===== config.mk =====
export PLATFORM = sky130hd
export DESIGN_NAME = rds_block_readout_status
export DESIGN_NICKNAME = d
export VERILOG_FILES = /design/src/rds_readout_pkg.sv /design/src/rds_block_readout_status.sv /design/src/pin_sync.sv
export VERILOG_INCLUDE_DIRS = /design/src
export SDC_FILE = /design/constraint.sdc
export NUM_CORES = 1
export LEC_CHECK = 0
export ABC_CLOCK_PERIOD_IN_PS = 6790
export BUFFER_PORTS_ARGS = -buffer_cell sky130_fd_sc_hd__buf_4
export CORE_MARGIN = 2
export CORE_UTILIZATION = 59
export CTS_CLUSTER_SIZE = 14
export DETAILED_ROUTE_END_ITERATION = 6
export MAX_ROUTING_LAYER = met4
export PLACE_DENSITY = 0.8
export SYNTH_ARGS = -nofsm -noshare
export SYNTH_HDL_FRONTEND = slang
export SYNTH_SLANG_ARGS = --single-unit

===== constraint.sdc =====
create_clock -name mclk -period 6.79 [get_ports mclk]
set_input_delay 1.0185 -clock mclk [delete_from_list [all_inputs] [get_ports mclk]]
set_output_delay 1.0185 -clock mclk [all_outputs]
set_load 0.02 [all_outputs]

===== src/rds_readout_defines.svh =====
`ifndef RDS_READOUT_DEFINES_SVH
`define RDS_READOUT_DEFINES_SVH

// register indexes on the serial control bus
`define IDX_CTRL          7'h04
`define IDX_READY_STATUS  7'h0a
`define IDX_STATION       7'h0b
`define IDX_FIRST_BLOCK   7'h0c
`define IDX_SECOND_BLOCK  7'h0d
`define IDX_THIRD_BLOCK   7'h0e
`define IDX_FOURTH_BLOCK  7'h0f
`define IDX_LATE_ERRORS   7'h10

// control word fields and reset value
`define CTRL_RESET        16'h0400
`define CTRL_CLEAR_MODE   10
`define CTRL_VERBOSE      7
`define CTRL_RBDS         13

// status word fields
`define READY_FLAG_BIT    15
`define STATION_BIT       8
`define TUNER_READY_BIT   7
`define IDENTITY_E_BIT    4
`define FIRST_ERR_LSB     2
`define SECOND_ERR_LSB    0
`define THIRD_ERR_LSB     14
`define FOURTH_ERR_LSB    12

// three-wire frame layout
`define CMD_BITS          5'd8
`define FRAME_BITS        5'd24

// timing
`define MCLK_PERIOD_NS    50
`define READY_PULSE_NS    40000000

`endif


===== src/rds_readout_pkg.sv =====
package rds_readout_pkg;

    // one decoded group as handed over by the decoder
    typedef struct packed {
        logic [15:0] first_block_word;
        logic [15:0] second_block_word;
        logic [15:0] third_block_word;
        logic [15:0] fourth_block_word;
        logic        block_identity_is_e;
        logic [1:0]  first_block_error_level;
        logic [1:0]  second_block_error_level;
        logic [1:0]  third_block_error_level;
        logic [1:0]  fourth_block_error_level;
    } group_s;

    // synchronised view of the serial pins
    typedef struct packed {
        logic sclk;
        logic sclk_rise;
        logic sclk_fall;
        logic sen_n;
        logic sdio;
        logic mode;
    } pins_s;

endpackage


===== src/rds_block_readout_status.sv =====
`timescale 1ns/1ps
`include "rds_readout_defines.svh"
module rds_block_readout_status #(
    parameter int PULSE_CYCLES = `READY_PULSE_NS / `MCLK_PERIOD_NS
) (
    input  wire logic                   mclk,                  // core clock, 20 MHz
    input  wire logic                   rst_n,                 // asynchronous reset, active low
    input  wire logic                   group_valid,           // decoder: one-cycle pulse, new group
    input  wire rds_readout_pkg::group_s group_in,             // decoder: group contents
    input  wire logic                   station_detected,      // tuned channel is a station
    input  wire logic                   tuner_ready_flag,      // tuner settled
    input  wire logic                   interface_mode,        // strap pin, low two-wire, high three-wire
    input  wire logic                   sclk,                  // serial bus clock from host
    input  wire logic                   serial_latch_enable_n, // three-wire frame, active low
    input  wire logic                   sdio_in,               // serial data seen on the pin
    output logic                        sdio_out,              // serial data driven by device
    output logic                        sdio_oe,               // high while device drives sdio
    output logic                        two_wire_selected,     // enables the external two-wire engine
    output logic                        new_group_ready_flag,  // group ready indication
    output logic                        rbds_mode              // mirror of control bit 13
);
    localparam int CW = 20;

    generate
        if (PULSE_CYCLES < 1 || PULSE_CYCLES >= (1 << CW)) begin : g_bad
            $error("PULSE_CYCLES out of range for the pulse counter");
        end
    endgenerate

    // reset released through two flops
    logic rst_meta_reg;
    logic rst_sync_n;
    always_ff @(posedge mclk or negedge rst_n) begin
        if (!rst_n) begin
            rst_meta_reg <= 1'b0;
            rst_sync_n   <= 1'b0;
        end else begin
            rst_meta_reg <= 1'b1;
            rst_sync_n   <= rst_meta_reg;
        end
    end

    // all bus pins and the strap cross into mclk here
    logic [3:0] pin_level;
    logic [3:0] pin_rise;
    logic [3:0] pin_fall;
    rds_readout_pkg::pins_s pins;

    pin_sync #(
        .WIDTH(4)
    ) u_pin_sync (
        .mclk   (mclk),
        .rst_n  (rst_sync_n),
        .pin_in ({interface_mode, sdio_in, serial_latch_enable_n, sclk}),
        .level  (pin_level),
        .rise   (pin_rise),
        .fall   (pin_fall)
    );

    assign pins.sclk      = pin_level[0];
    assign pins.sclk_rise = pin_rise[0];
    assign pins.sclk_fall = pin_fall[0];
    assign pins.sen_n     = pin_level[1];
    assign pins.sdio      = pin_level[2];
    assign pins.mode      = pin_level[3];

    // strap decides the protocol
    logic three_wire;
    assign three_wire        = pins.mode;
    assign two_wire_selected = ~three_wire;

    // group holding registers
    rds_readout_pkg::group_s group_reg;
    logic                    station_reg;
    logic                    tuner_ready_reg;
    logic [15:0]             ctrl_reg;

    // one load for the whole group so a read never mixes two groups
    always_ff @(posedge mclk or negedge rst_sync_n) begin
        if (!rst_sync_n) begin
            group_reg <= '0;
        end else if (group_valid) begin
            group_reg <= group_in;
        end
    end

    // live status inputs registered every cycle; the read word captures them once at command end
    always_ff @(posedge mclk or negedge rst_sync_n) begin
        if (!rst_sync_n) begin
            station_reg     <= 1'b0;
            tuner_ready_reg <= 1'b0;
        end else begin
            station_reg     <= station_detected;
            tuner_ready_reg <= tuner_ready_flag;
        end
    end

    logic clear_mode;
    logic verbose_on;
    assign clear_mode = ctrl_reg[`CTRL_CLEAR_MODE];
    assign verbose_on = ctrl_reg[`CTRL_VERBOSE];
    assign rbds_mode  = ctrl_reg[`CTRL_RBDS];

    // error levels read as zero outside verbose mode, where they mean nothing
    logic [1:0] err_first;
    logic [1:0] err_second;
    logic [1:0] err_third;
    logic [1:0] err_fourth;
    assign err_first  = verbose_on ? group_reg.first_block_error_level  : 2'h0;
    assign err_second = verbose_on ? group_reg.second_block_error_level : 2'h0;
    assign err_third  = verbose_on ? group_reg.third_block_error_level  : 2'h0;
    assign err_fourth = verbose_on ? group_reg.fourth_block_error_level : 2'h0;

    // status and late-error words
    logic [15:0] station_word;
    logic [15:0] late_err_word;
    logic [15:0] ready_word;
    always_comb begin
        station_word = 16'h0000;
        station_word[`STATION_BIT]     = station_reg;
        station_word[`TUNER_READY_BIT] = tuner_ready_reg;
        station_word[`IDENTITY_E_BIT]  = group_reg.block_identity_is_e;
        station_word[`FIRST_ERR_LSB +: 2]  = err_first;
        station_word[`SECOND_ERR_LSB +: 2] = err_second;
        late_err_word = 16'h0000;
        late_err_word[`THIRD_ERR_LSB +: 2]  = err_third;
        late_err_word[`FOURTH_ERR_LSB +: 2] = err_fourth;
        ready_word = 16'h0000;
        ready_word[`READY_FLAG_BIT] = new_group_ready_flag;
    end

    // three-wire frame: 8 command bits (read flag, index) then 16 data bits
    logic [4:0]  bit_cnt_reg;
    logic [7:0]  cmd_reg;
    logic [15:0] wdata_reg;
    logic [15:0] shift_reg;
    logic        frame_on;
    logic        cmd_done;
    logic        is_read;
    logic [6:0]  index;
    logic [15:0] read_word;
    assign frame_on = three_wire & ~pins.sen_n;
    assign cmd_done = pins.sclk_rise & frame_on & (bit_cnt_reg == `CMD_BITS - 5'd1);
    assign is_read  = cmd_reg[7];
    assign index    = cmd_reg[6:0];

    // the index arrives with the last command bit, so decode from the shifted value
    logic [7:0] cmd_next;
    assign cmd_next  = {cmd_reg[6:0], pins.sdio};
    assign read_word = (cmd_next[6:0] == `IDX_FIRST_BLOCK)  ? group_reg.first_block_word  :
                       (cmd_next[6:0] == `IDX_SECOND_BLOCK) ? group_reg.second_block_word :
                       (cmd_next[6:0] == `IDX_THIRD_BLOCK)  ? group_reg.third_block_word  :
                       (cmd_next[6:0] == `IDX_FOURTH_BLOCK) ? group_reg.fourth_block_word :
                       (cmd_next[6:0] == `IDX_LATE_ERRORS)  ? late_err_word               :
                       (cmd_next[6:0] == `IDX_STATION)      ? station_word                :
                       (cmd_next[6:0] == `IDX_READY_STATUS) ? ready_word                  :
                       (cmd_next[6:0] == `IDX_CTRL)         ? ctrl_reg                    :
                       16'h0000;

    // bit counter and input shifting; a frame restarts whenever the enable goes high
    always_ff @(posedge mclk or negedge rst_sync_n) begin
        if (!rst_sync_n) begin
            bit_cnt_reg <= 5'd0;
            cmd_reg     <= 8'h00;
            wdata_reg   <= 16'h0000;
        end else if (!frame_on) begin
            bit_cnt_reg <= 5'd0;
        end else if (pins.sclk_rise && bit_cnt_reg != `FRAME_BITS) begin
            bit_cnt_reg <= bit_cnt_reg + 5'd1;
            if (bit_cnt_reg < `CMD_BITS) begin
                cmd_reg <= cmd_next;
            end else begin
                wdata_reg <= {wdata_reg[14:0], pins.sdio};
            end
        end
    end

    // write completes on the 24th rising edge; only the control word accepts it
    logic write_done;
    assign write_done = frame_on & pins.sclk_rise & ~is_read & (bit_cnt_reg == `FRAME_BITS - 5'd1);
    always_ff @(posedge mclk or negedge rst_sync_n) begin
        if (!rst_sync_n) begin
            ctrl_reg <= `CTRL_RESET;
        end else if (write_done && index == `IDX_CTRL) begin
            ctrl_reg <= {wdata_reg[14:0], pins.sdio};
        end
    end

    // read data goes out on falling edges so the host samples on rising edges
    logic reading_reg;
    always_ff @(posedge mclk or negedge rst_sync_n) begin
        if (!rst_sync_n) begin
            shift_reg   <= 16'h0000;
            sdio_out    <= 1'b0;
            reading_reg <= 1'b0;
        end else if (!frame_on) begin
            reading_reg <= 1'b0;
        end else if (cmd_done) begin
            shift_reg   <= read_word;
            reading_reg <= cmd_next[7];
        end else if (pins.sclk_fall && reading_reg) begin
            sdio_out  <= shift_reg[15];
            shift_reg <= {shift_reg[14:0], 1'b0};
        end
    end
    assign sdio_oe = reading_reg & frame_on;

    // ready flag: set by a new group, cleared by a first-block read in clear mode or by pulse timeout otherwise
    logic          read_first;
    logic [CW-1:0] pulse_cnt_reg;
    logic          pulse_end;
    assign read_first = cmd_done & cmd_next[7] & (cmd_next[6:0] == `IDX_FIRST_BLOCK);
    assign pulse_end  = ~clear_mode & (pulse_cnt_reg == CW'(1));
    // set wins over either clear so no group is lost
    always_ff @(posedge mclk or negedge rst_sync_n) begin
        if (!rst_sync_n) begin
            new_group_ready_flag <= 1'b0;
            pulse_cnt_reg        <= '0;
        end else if (group_valid) begin
            new_group_ready_flag <= 1'b1;
            pulse_cnt_reg        <= CW'(PULSE_CYCLES);
        end else begin
            if (pulse_cnt_reg != '0) begin
                pulse_cnt_reg <= pulse_cnt_reg - CW'(1);
            end
            if ((clear_mode && read_first) || pulse_end) begin
                new_group_ready_flag <= 1'b0;
            end
        end
    end
endmodule


===== src/pin_sync.sv =====
`timescale 1ns/1ps
// two-stage synchroniser per pin plus edge detection on the clean copy
module pin_sync #(
    parameter int WIDTH = 4
) (
    input  wire logic             mclk,   // core clock
    input  wire logic             rst_n,  // synchronised reset, active low
    input  wire logic [WIDTH-1:0] pin_in, // raw asynchronous pins
    output logic      [WIDTH-1:0] level,  // synchronised level
    output logic      [WIDTH-1:0] rise,   // one-cycle pulse on rising edge
    output logic      [WIDTH-1:0] fall    // one-cycle pulse on falling edge
);
    generate
        if (WIDTH < 1) begin : g_bad
            $error("pin_sync needs at least one pin");
        end
    endgenerate

    logic [WIDTH-1:0] meta_reg;
    logic [WIDTH-1:0] last_reg;

    genvar i;
    generate
        for (i = 0; i < WIDTH; i++) begin : g_pin
            // first stage feeds only the second; edges look at stages two and three
            always_ff @(posedge mclk or negedge rst_n) begin
                if (!rst_n) begin
                    meta_reg[i] <= 1'b1;
                    level[i]    <= 1'b1;
                    last_reg[i] <= 1'b1;
                end else begin
                    meta_reg[i] <= pin_in[i];
                    level[i]    <= meta_reg[i];
                    last_reg[i] <= level[i];
                end
            end
            assign rise[i] = level[i] & ~last_reg[i];
            assign fall[i] = ~level[i] & last_reg[i];
        end
    endgenerate
endmodule


==> results of run 1 <==
## layout by cell type (no fill, tap or decap), types with 6 or more instances in the layout
cell type / instances
nand2_1: 25
nand3_1: 8
mux2i_1: 14
a311oi_1: 7
o21ai_0: 17
mux2_2: 117
clkbuf_16: 17
dfstp_2: 10
a22oi_1: 19
nor3_1: 6
nor2_1: 41
o22ai_1: 7
xnor2_1: 15
nand2b_1: 9
a211oi_1: 14
inv_1: 7
buf_4: 91
dfrtp_1: 158
## where the power goes
group          internal, mW  total (mW)  switching, mW
registers              1.08        1.15         0.0755
logic                 0.161       0.329          0.168
clock network         0.517       0.923          0.406
total                  1.76        2.40          0.649
## worst max-delay path, delay by kind of cell, from the launching register on
kind | cells | cell delay, ps
simple gates | 3 | 1480
compound gates | 2 | 420
flops | 1 | 550
## synth_stat cells, types with 3 or more instances
master    count
dfrtp_1     159
mux2_2      117
nor2_1       41
nand2_1      25
clkbuf_1     22
a22oi_1      19
o21ai_0      17
xnor2_1      15
a211oi_1     14
mux2i_1      14
dfstp_2      10
nand2b_1      9
nand3_1       8
a311oi_1      7
inv_1         7
nor3_1        7
o22ai_1       7
buf_2         6
a21oi_1       5
a221o_1       5
ha_1          5
nand4_1       5
nor2b_1       5
xor2_1        5
nand3b_1      4
a211o_1       3
a221oi_1      3
o21a_1        3
o221ai_1      3
o22a_1        3
## path summary, 6_finish.rpt
path / to / slack, ps / startpoint / cells past startpoint
setup / recovery: shift_reg[3] / 4210 / u_pin_sync.level[3] / 5
hold / removal: group_reg[67] / 300 / rst_sync_n / 0
setup reg to reg: shift_reg[3] / 4210 / u_pin_sync.level[3] / 5
hold reg to reg: group_reg[67] / 300 / rst_sync_n / 0
max in group asynchronous: ctrl_reg[2] / 5200 / rst_sync_n / 1
min in group mclk: rst_sync_n / 350 / rst_meta_reg / 0
## routing by layer
layer	wire length, um	vias to the layer above	GRT usage (%)
li1	-	2387	-
met1	7200	2644	33.7
met2	8080	177	40.9
met3	943	29	5.74
met4	305	0	8.11
met5	0	-	-
## cell families (layout without fill, tap and decap cells)
family	count (synthesis)	count (layout)	synth area share [%]
muxes	131	131	18.8
other	1	1	0.0485
buffers and inverters	41	130	2.47
and+or+nand+nor	137	137	10.5
xor gates and xnor gates	20	20	2.26
adders and majority gates	5	5	0.809
AOI/OAI and AO/OA	105	105	10.2
DFF	169	169	54.8
## final cells by class
class | instances | area, um^2
flip-flops and latches | 169 | 4250
fillers | 899 | 3680
multi-input cells | 399 | 3310
repair buffers | 91 | 683
clock buffers | 19 | 443
well taps | 172 | 215
clock inverters | 13 | 120
inverters | 7 | 26.3
==> flow_metrics.tcl, run 1 <==
set metrics [dict create \
    status "complete, no violations" \
    diodes 0 \
    cts_hold_buf 0 \
    dp_slack_ps 4240 \
    grt_start_max_net_pins 96 \
    stdcell_count 870 \
    ys_ff_latch 169 \
    wl_per_cell_um 19.0 \
    fin_crit_sh_pct 38.1 \
    cp_cell_sequence "nand3b_1 > nor3b_2 > nor2_1 > a22oi_1 > o311ai_2" \
    cts.clk_slew.worst_paths_ps 70 \
    drv_slew 0 \
    fin_util_pct 71.1 \
    worstPathArrival_ps 2880 \
    hpwlAfterDp_um 11300 \
    holdWs_ps 302 \
    start_kind "flop" \
    syn-cell-area_mm2 0.00774 \
    start_util_pct 60.8 \
    cts_tree "built" \
    grt_overflow 0 \
    max_cap_violations 0 \
    grt_first_pass_wirelength_um 27800 \
    finalSetupViolCount 0 \
    slowest_delay_ps 880 \
    synth_nets 696 \
    detail_route.first_pass.iterations 5 \
    insertion_delay_ps 430 \
    synthTopCellsByArea "dfrtp_1, mux2_2, dfstp_2, nor2_1, a22oi_1" \
    die_h_um 119 \
    gp_congestion 0.882 \
    totalWireLength_um 16500 \
    syn_area_per_cell_um2 12.7 \
    num_vias 5237 \
    dpl.cell_count 838 \
    final_cell_area_mm2 0.00904 \
    worstSetupEndpointType "flop" \
    ctsResizeCount 0 \
    power_mw 2.40 \
    cts_buffers 17 \
    clock_path_buffers 2 \
    die_x_um 119 \
    synth_seq_area_share_pct 54.8 \
    synth_enable_flop_cells 0 \
    ys.flop_type "dfrtp_1" \
    power_density_mw_per_mm2 266 \
    async_flop_share_pct 100 \
    worstMarginPinSlew_ps 1110 \
    routed_via_density 6.02 \
    rsz0062_at_grt "no" \
    grt_pass1_vias 5557 \
    area_delta_synth_final_pct 16.9 \
    clock_skew_ps 7.60 \
    largest_reg_flops 73 \
    io_buffers 86 \
    setup_ws_ps 4210 \
    grtUsageTotal_pct 25.9 \
    synth.distinct_cells 74 \
    drive_gt1_share_pct 38.8 \
    cp_max_fo 18 \
    postCtsSetupBuffers 0 \
    syn_inst 609 \
    die-area_mm2 0.0140 \
    io_pins 87 \
    ys_warn_count 0 \
    path_class "flop to flop" \
    setup_tns_ps 0 \
    peakVddDrop_uv 188 \
    htree_levels 4 \
    num_rows 41 \
    slew_headroom_pct 26.0 \
    drc 0 \
    core_area_mm2 0.0127 \
    required_ps 7080 \
    fin_crit_ps 2580 \
    synth_top_area_share_pct 51.4 \
    p_leak_nw 3.94 \
    hp-class "flop to async pin" \
    cts_root_buffer "clkbuf_16" \
    hold_violations 0 \
    final_nets 772 \
    clock_sinks 169 \
    ant_nets 0 \
    max_freq_mhz 387 \
    drt_iter0_markers 513 \
    antenna_found_initial 0 \
    yosys.area.top_type "dfrtp_1" \
    slowest_stage "nor3b_2" \
    placed_area_mm2 0.00848 \
]
Power figures use the tool's default switching activity.
==> inputs of run 2 (changes only) <==
Settings changed: ABC_CLOCK_PERIOD_IN_PS 6790 to 2200, CORE_UTILIZATION 59 to 53, PLACE_DENSITY 0.8 to 0.76.
Clock period 6.79 ns to 2.2 ns, I/O delays scaled along.
==> run 2 against run 1 <==
Net effect: combinational power rose to 3.5 times the previous value; cell count increased by 5.1%; sequential cell count unchanged; sequential share of layout area down 1.7 points; sequential power grew to 3.1 times the previous value; first-iteration DRC count shrank 39%; register-to-register slack lost 4100 ps; clock power rose to 3.1 times the previous value; count of clock-buffer cells in the layout is 2 higher; non-clock buffer count increased by 32.
==> flow_metrics.tcl, run 2 (synthesized netlist as in run 1, its figures left out) <==
set metrics [dict create \
    finalSetupViolCount 0 \
    core_area_mm2 0.0144 \
    holdPathEnd "group_reg[10]" \
    io_buffers 86 \
    insertion_delay_ps 430 \
    detail_route.first_pass.iterations 5 \
    largest_reg_flops 73 \
    drc 0 \
    postCtsSetupBuffers 0 \
    drt_iter0_markers 315 \
    drv_slew 0 \
    status "complete, no violations" \
    fin_crit_sh_pct 93.4 \
    comb_power_share_pct 15.3 \
    clock_path_buffers 2 \
    max_freq_mhz 487 \
    regToRegSetupSlack_ps 140 \
    worstSetupEndpointType "flop" \
    htree_levels 4 \
    die_x_um 125 \
    timing.rr.end "shift_reg[3]" \
    die_h_um 125 \
    power_mw 7.59 \
    final_nets 804 \
    clock_skew_ps 8.50 \
    start_kind "flop" \
    max_cap_violations 0 \
    area_delta_synth_final_pct 21.4 \
    layout_common_cells "dfrtp_1, mux2_2, buf_4" \
    cts_buffers 17 \
    ff2ff_path_depth 5 \
    power_density_mw_per_mm2 808 \
    cts_root_buffer "clkbuf_16" \
    power_frac_clock_pct 38.1 \
    power_switching_mw 1.98 \
    gp_congestion 0.941 \
    io_pins 87 \
    drive_gt1_share_pct 40.7 \
    grt_start_max_net_pins 48 \
    antenna_found_initial 0 \
    cp_max_fo 7 \
    hp-start "group_in[10]" \
    num_vias 5303 \
    num_rows 44 \
    peakVddDrop_uv 609 \
    p_seq_share_pct 46.6 \
    fin_crit_ps 2060 \
    worstMarginPinSlew_ps 629 \
    p_int_mw 5.61 \
    wl_per_cell_um 18.8 \
    required_ps 2530 \
    p_leak_nw 4.11 \
    ant_nets 0 \
    rsz0062_at_grt "no" \
    path_class "flop to flop" \
    cts.clk_slew.worst_paths_ps 60 \
    grt_first_pass_wirelength_um 28700 \
    grt_pass1_vias 5652 \
    slew_headroom_pct 58.0 \
    routed_via_density 5.80 \
    min_path_cells 2 \
    clock_sinks 169 \
    diodes 0 \
    worstPathArrival_ps 2390 \
    grtUsageTotal_pct 24.1 \
    grt_overflow 0 \
    hold_violations 0 \
    sw_frac_of_total_pct 26.1 \
    die-area_mm2 0.0156 \
    reg2reg_from "cmd_reg[4]" \
    start_util_pct 53.8 \
    hpwlAfterDp_um 12400 \
    totalWireLength_um 17200 \
    cts_tree "built" \
    layout_commonest_cell "dfrtp_1" \
    hp-class "input port to flop" \
    setup_tns_ps 0 \
]
-- run 2: cell types whose count changed in the layout (fill, tap and decap cells not counted), moves of 2 or more --
| cell | before | now |
|---|---|---|
| dlygate4sd3_1 | 0 | 7 |
| buf_12 | 0 | 4 |
| inv_6 | 3 | 0 |
| clkbuf_1 | 1 | 3 |
| buf_4 | 91 | 112 |
-- run 2: worst max-delay path, stage by stage, from the launching register on --
cell and delay (ps):
dfrtp_1 460, or4b_4 590, nor3_2 350, a22oi_1 130, a211o_1 340, o311ai_2 90
-- run 2: how the worst max path moves through the flow --
stage | cells past startpoint | to | slack, ps | from
6_report | 5 | shift_reg[3] | 140 | cmd_reg[4]
5_1_grt | 6 | pulse_cnt_reg[17] | 50 | pulse_cnt_reg[9]
4_1_cts | 5 | pulse_cnt_reg[10] | 40 | pulse_cnt_reg[2]
3_5_place_dp | 6 | shift_reg[2] | -2 | bit_cnt_reg[0]
3_3_place_gp | 6 | shift_reg[2] | 50 | bit_cnt_reg[1]
2_1_floorplan | 5 | wdata_reg[10] | 170 | u_pin_sync.level[0]
-- run 2: metal layers --
layer,track usage [%],wire [um],vias up
met5,-,0,-
met4,8.37,382,0
met3,4.68,663,32
met2,39.5,8660,127
met1,30.2,7510,2673
li1,-,-,2471
-- run 2: cell type report --
class	instances	area, um^2
inverter	7	26.3
multi-input combinational	399	3320
tap	184	230
sequential	169	4250
fill	1093	4980
clock buffer	21	450
timing repair buffer	123	991
clock inverter	11	124
-- run 2: power groups by stage --
| stage | clock network (mW) | logic (mW) | registers, mW |
|---|---|---|---|
| 6_report | 2.89 | 1.16 | 3.53 |
| 5_1_grt | 3.08 | 1.26 | 3.57 |
| 4_1_cts | 2.94 | 1.15 | 3.53 |
| 3_5_place_dp | 0 | 1.14 | 3.58 |
| 3_3_place_gp | 0 | 1.10 | 3.57 |
| 2_1_floorplan | 0 | 0.749 | 3.53 |
-- run 2: what timing repair did --
item | 4_1_cts | 5_1_grt
setup endpoints to repair | 2 | 4
hold endpoints to repair | 6 | 2
resized for setup | 1 | 4
hold buffers | 5 | 2
-- run 2: per-stage QoR --
stage | instances | hold slack, ps | utilization (%) | instance area [um^2] | setup WS [ps]
6_report | 914 | 131 | 65.3 | 9390 | 145
3_3_place_gp | 875 | 113 | 60.8 | 8730 | 46.9
4_1_cts | 912 | 0.286 | 65.1 | 9360 | 44.2
3_5_place_dp | 875 | 114 | 60.8 | 8730 | -2.04
2_1_floorplan | 609 | 34.4 | - | 7740 | 171
5_1_grt | 914 | 117 | 65.3 | 9390 | 54.1
==> inputs of run 3 (changes only) <==
Settings changed: CORE_MARGIN 2 to unset, SETUP_SLACK_MARGIN set to 0.3.
==> run 3 against run 2 <==
Net effect: sequential power barely moved; setup slack improved by 100 ps; sequential cell count is the same; cell count up 2.5%; first-iteration DRC count increased by 33%; clock skew increased by 10 ps; final area up 4.8%; critical path depth is 1 higher; combinational power is 19% higher; largest cell class unchanged; highest routed layer unchanged.
==> flow_metrics.tcl, run 3 (synthesized netlist as in run 1, its figures left out) <==
set metrics [dict create \
    status "complete, no violations" \
    regToRegSetupSlack_ps 250 \
    holdPathEnd "group_reg[7]" \
    num_vias 5574 \
    hp-start "group_in[7]" \
    worstMarginPinSlew_ps 631 \
    gp_congestion 0.883 \
    slew_headroom_pct 58.0 \
    largest_reg_flops 73 \
    setup_tns_ps 0 \
    hold_violations 0 \
    die-area_mm2 0.0151 \
    clock_path_buffers 2 \
    cts_buffers 17 \
    diodes 0 \
    drive_gt1_share_pct 48.0 \
    layout_commonest_cell "dfrtp_1" \
    final_nets 831 \
    timing.rr.end "pulse_cnt_reg[17]" \
    power_density_mw_per_mm2 792 \
    cts_root_buffer "clkbuf_16" \
    grt_pass1_vias 5845 \
    fin_crit_ps 1950 \
    hpwlAfterDp_um 12500 \
    required_ps 2510 \
    cts.clk_slew.worst_paths_ps 70 \
    wl_per_cell_um 20.3 \
    slowest_delay_ps 560 \
    path_class "flop to flop" \
    cp_cell_sequence "or4_4 > nor3b_4 > buf_6 > nor4b_4 > xnor2_1 > nor2_1" \
    ff2ff_path_depth 6 \
    placed_area_mm2 0.00874 \
    layout_common_cells "dfrtp_1, buf_4, mux2_2" \
    min_path_cells 2 \
    start_kind "flop" \
    insertion_delay_ps 440 \
    drv_slew 0 \
    slowest_stage "or4_4" \
    num_rows 43 \
    worstSetupEndpointType "flop" \
    detail_route.first_pass.iterations 5 \
    worstPathArrival_ps 2260 \
    clock_sinks 169 \
    start_util_pct 55.1 \
    peakVddDrop_uv 890 \
    cts_tree "built" \
    totalWireLength_um 19000 \
    timing.critical_path.buf_inv 1 \
    drc 0 \
    reg2reg_from "pulse_cnt_reg[8]" \
    io_buffers 86 \
    final_cell_area_mm2 0.00984 \
    routed_via_density 5.95 \
    antenna_found_initial 0 \
    ant_nets 0 \
    grt_first_pass_wirelength_um 29200 \
    die_x_um 123 \
    p_leak_nw 4.32 \
    max_cap_violations 0 \
    finalSetupViolCount 0 \
    max_freq_mhz 512 \
    stdcell_count 937 \
    grtUsageTotal_pct 26.5 \
    dpl.cell_count 873 \
    drt_iter0_markers 419 \
    fin_crit_sh_pct 88.8 \
    hp-class "input port to flop" \
    cp_max_fo 6 \
    clock_skew_ps 18.7 \
    io_pins 87 \
    grt_start_max_net_pins 48 \
    grt_overflow 0 \
    die_h_um 123 \
    area_delta_synth_final_pct 27.2 \
    core_area_mm2 0.0140 \
    rsz0062_at_grt "yes" \
    crit_family "simple AND/OR/NAND/NOR gates" \
    htree_levels 4 \
]
[run 3: cell types whose count changed in the layout (fill, tap and decap cells not counted), sizes merged]
| cell | change |
|---|---|
| bufinv | -2 |
| inv | +7 |
| clkinvlp | -1 |
| clkbuf | -3 |
| buf | +27 |
| clkinv | -1 |
[run 3: stage by stage]
stage / worst slack [ps] / power, mW / util (%) / hold WS, ps
2_1_floorplan: 308 / 4.28 / - / 34.4
3_3_place_gp: 266 / 4.69 / 62.2 / 114
3_5_place_dp: 185 / 4.73 / 62.2 / 117
4_1_cts: 242 / 7.68 / 67.8 / 112
5_1_grt: 187 / 8.11 / 70.1 / 107
6_report: 247 / 7.79 / 70.1 / 124
[run 3: what timing repair did]
| action | in CTS | in global routing |
|---|---|---|
| hold buffers | 7 | 0 |
| setup buffers | 6 | 18 |
| pin swaps | 7 | 17 |
| endpoints found under the hold margin | 8 | 0 |
| cloned | 0 | 1 |
| gates resized for setup | 18 | 48 |
| endpoints found under the setup margin | 25 | 65 |
[run 3: metal layers]
layer	vias up	routed length, um	track usage (%)
li1	2518	-	-
met1	2808	7990	33.1
met2	212	9430	41.8
met3	36	1130	6.83
met4	0	488	9.53
met5	-	0	-
[run 3: worst register-to-register path, delay by kind of cell, from the launching register on]
family / cells / cell delay [ps]
xor gates and xnor gates: 1 / 160
buffers and inverters: 1 / 160
DFF: 1 / 430
and+or+nand+nor: 4 / 1090
[run 3: final cells by class]
cell class	instances	area, um^2
flip-flops and latches	169	4250
fillers	933	4200
multi-input cells	399	3520
repair buffers	150	1240
clock buffers	18	439
well taps	180	225
clock inverters	14	135
inverters	7	26.3
[run 3: report_power, final]
| part | internal [mW] | leakage [nW] | switching, mW |
|---|---|---|---|
| logic | 0.699 | 2.00 | 0.682 |
| registers | 3.33 | 2.05 | 0.214 |
| clock network | 1.53 | 0.277 | 1.34 |
[run 3: worst max-delay path by stage]
| stage | startpoint | end | slack [ps] | depth (start not counted) |
|---|---|---|---|---|
| final | pulse_cnt_reg[8] | pulse_cnt_reg[17] | 250 | 6 |
| after global routing | pulse_cnt_reg[8] | pulse_cnt_reg[17] | 190 | 6 |
| after CTS | pulse_cnt_reg[6] | pulse_cnt_reg[10] | 240 | 5 |
| after detailed placement | bit_cnt_reg[1] | shift_reg[3] | 190 | 7 |
| after global placement | cmd_reg[4] | shift_reg[3] | 270 | 6 |
| after floorplan | u_pin_sync.level[2] | shift_reg[10] | 310 | 6 |
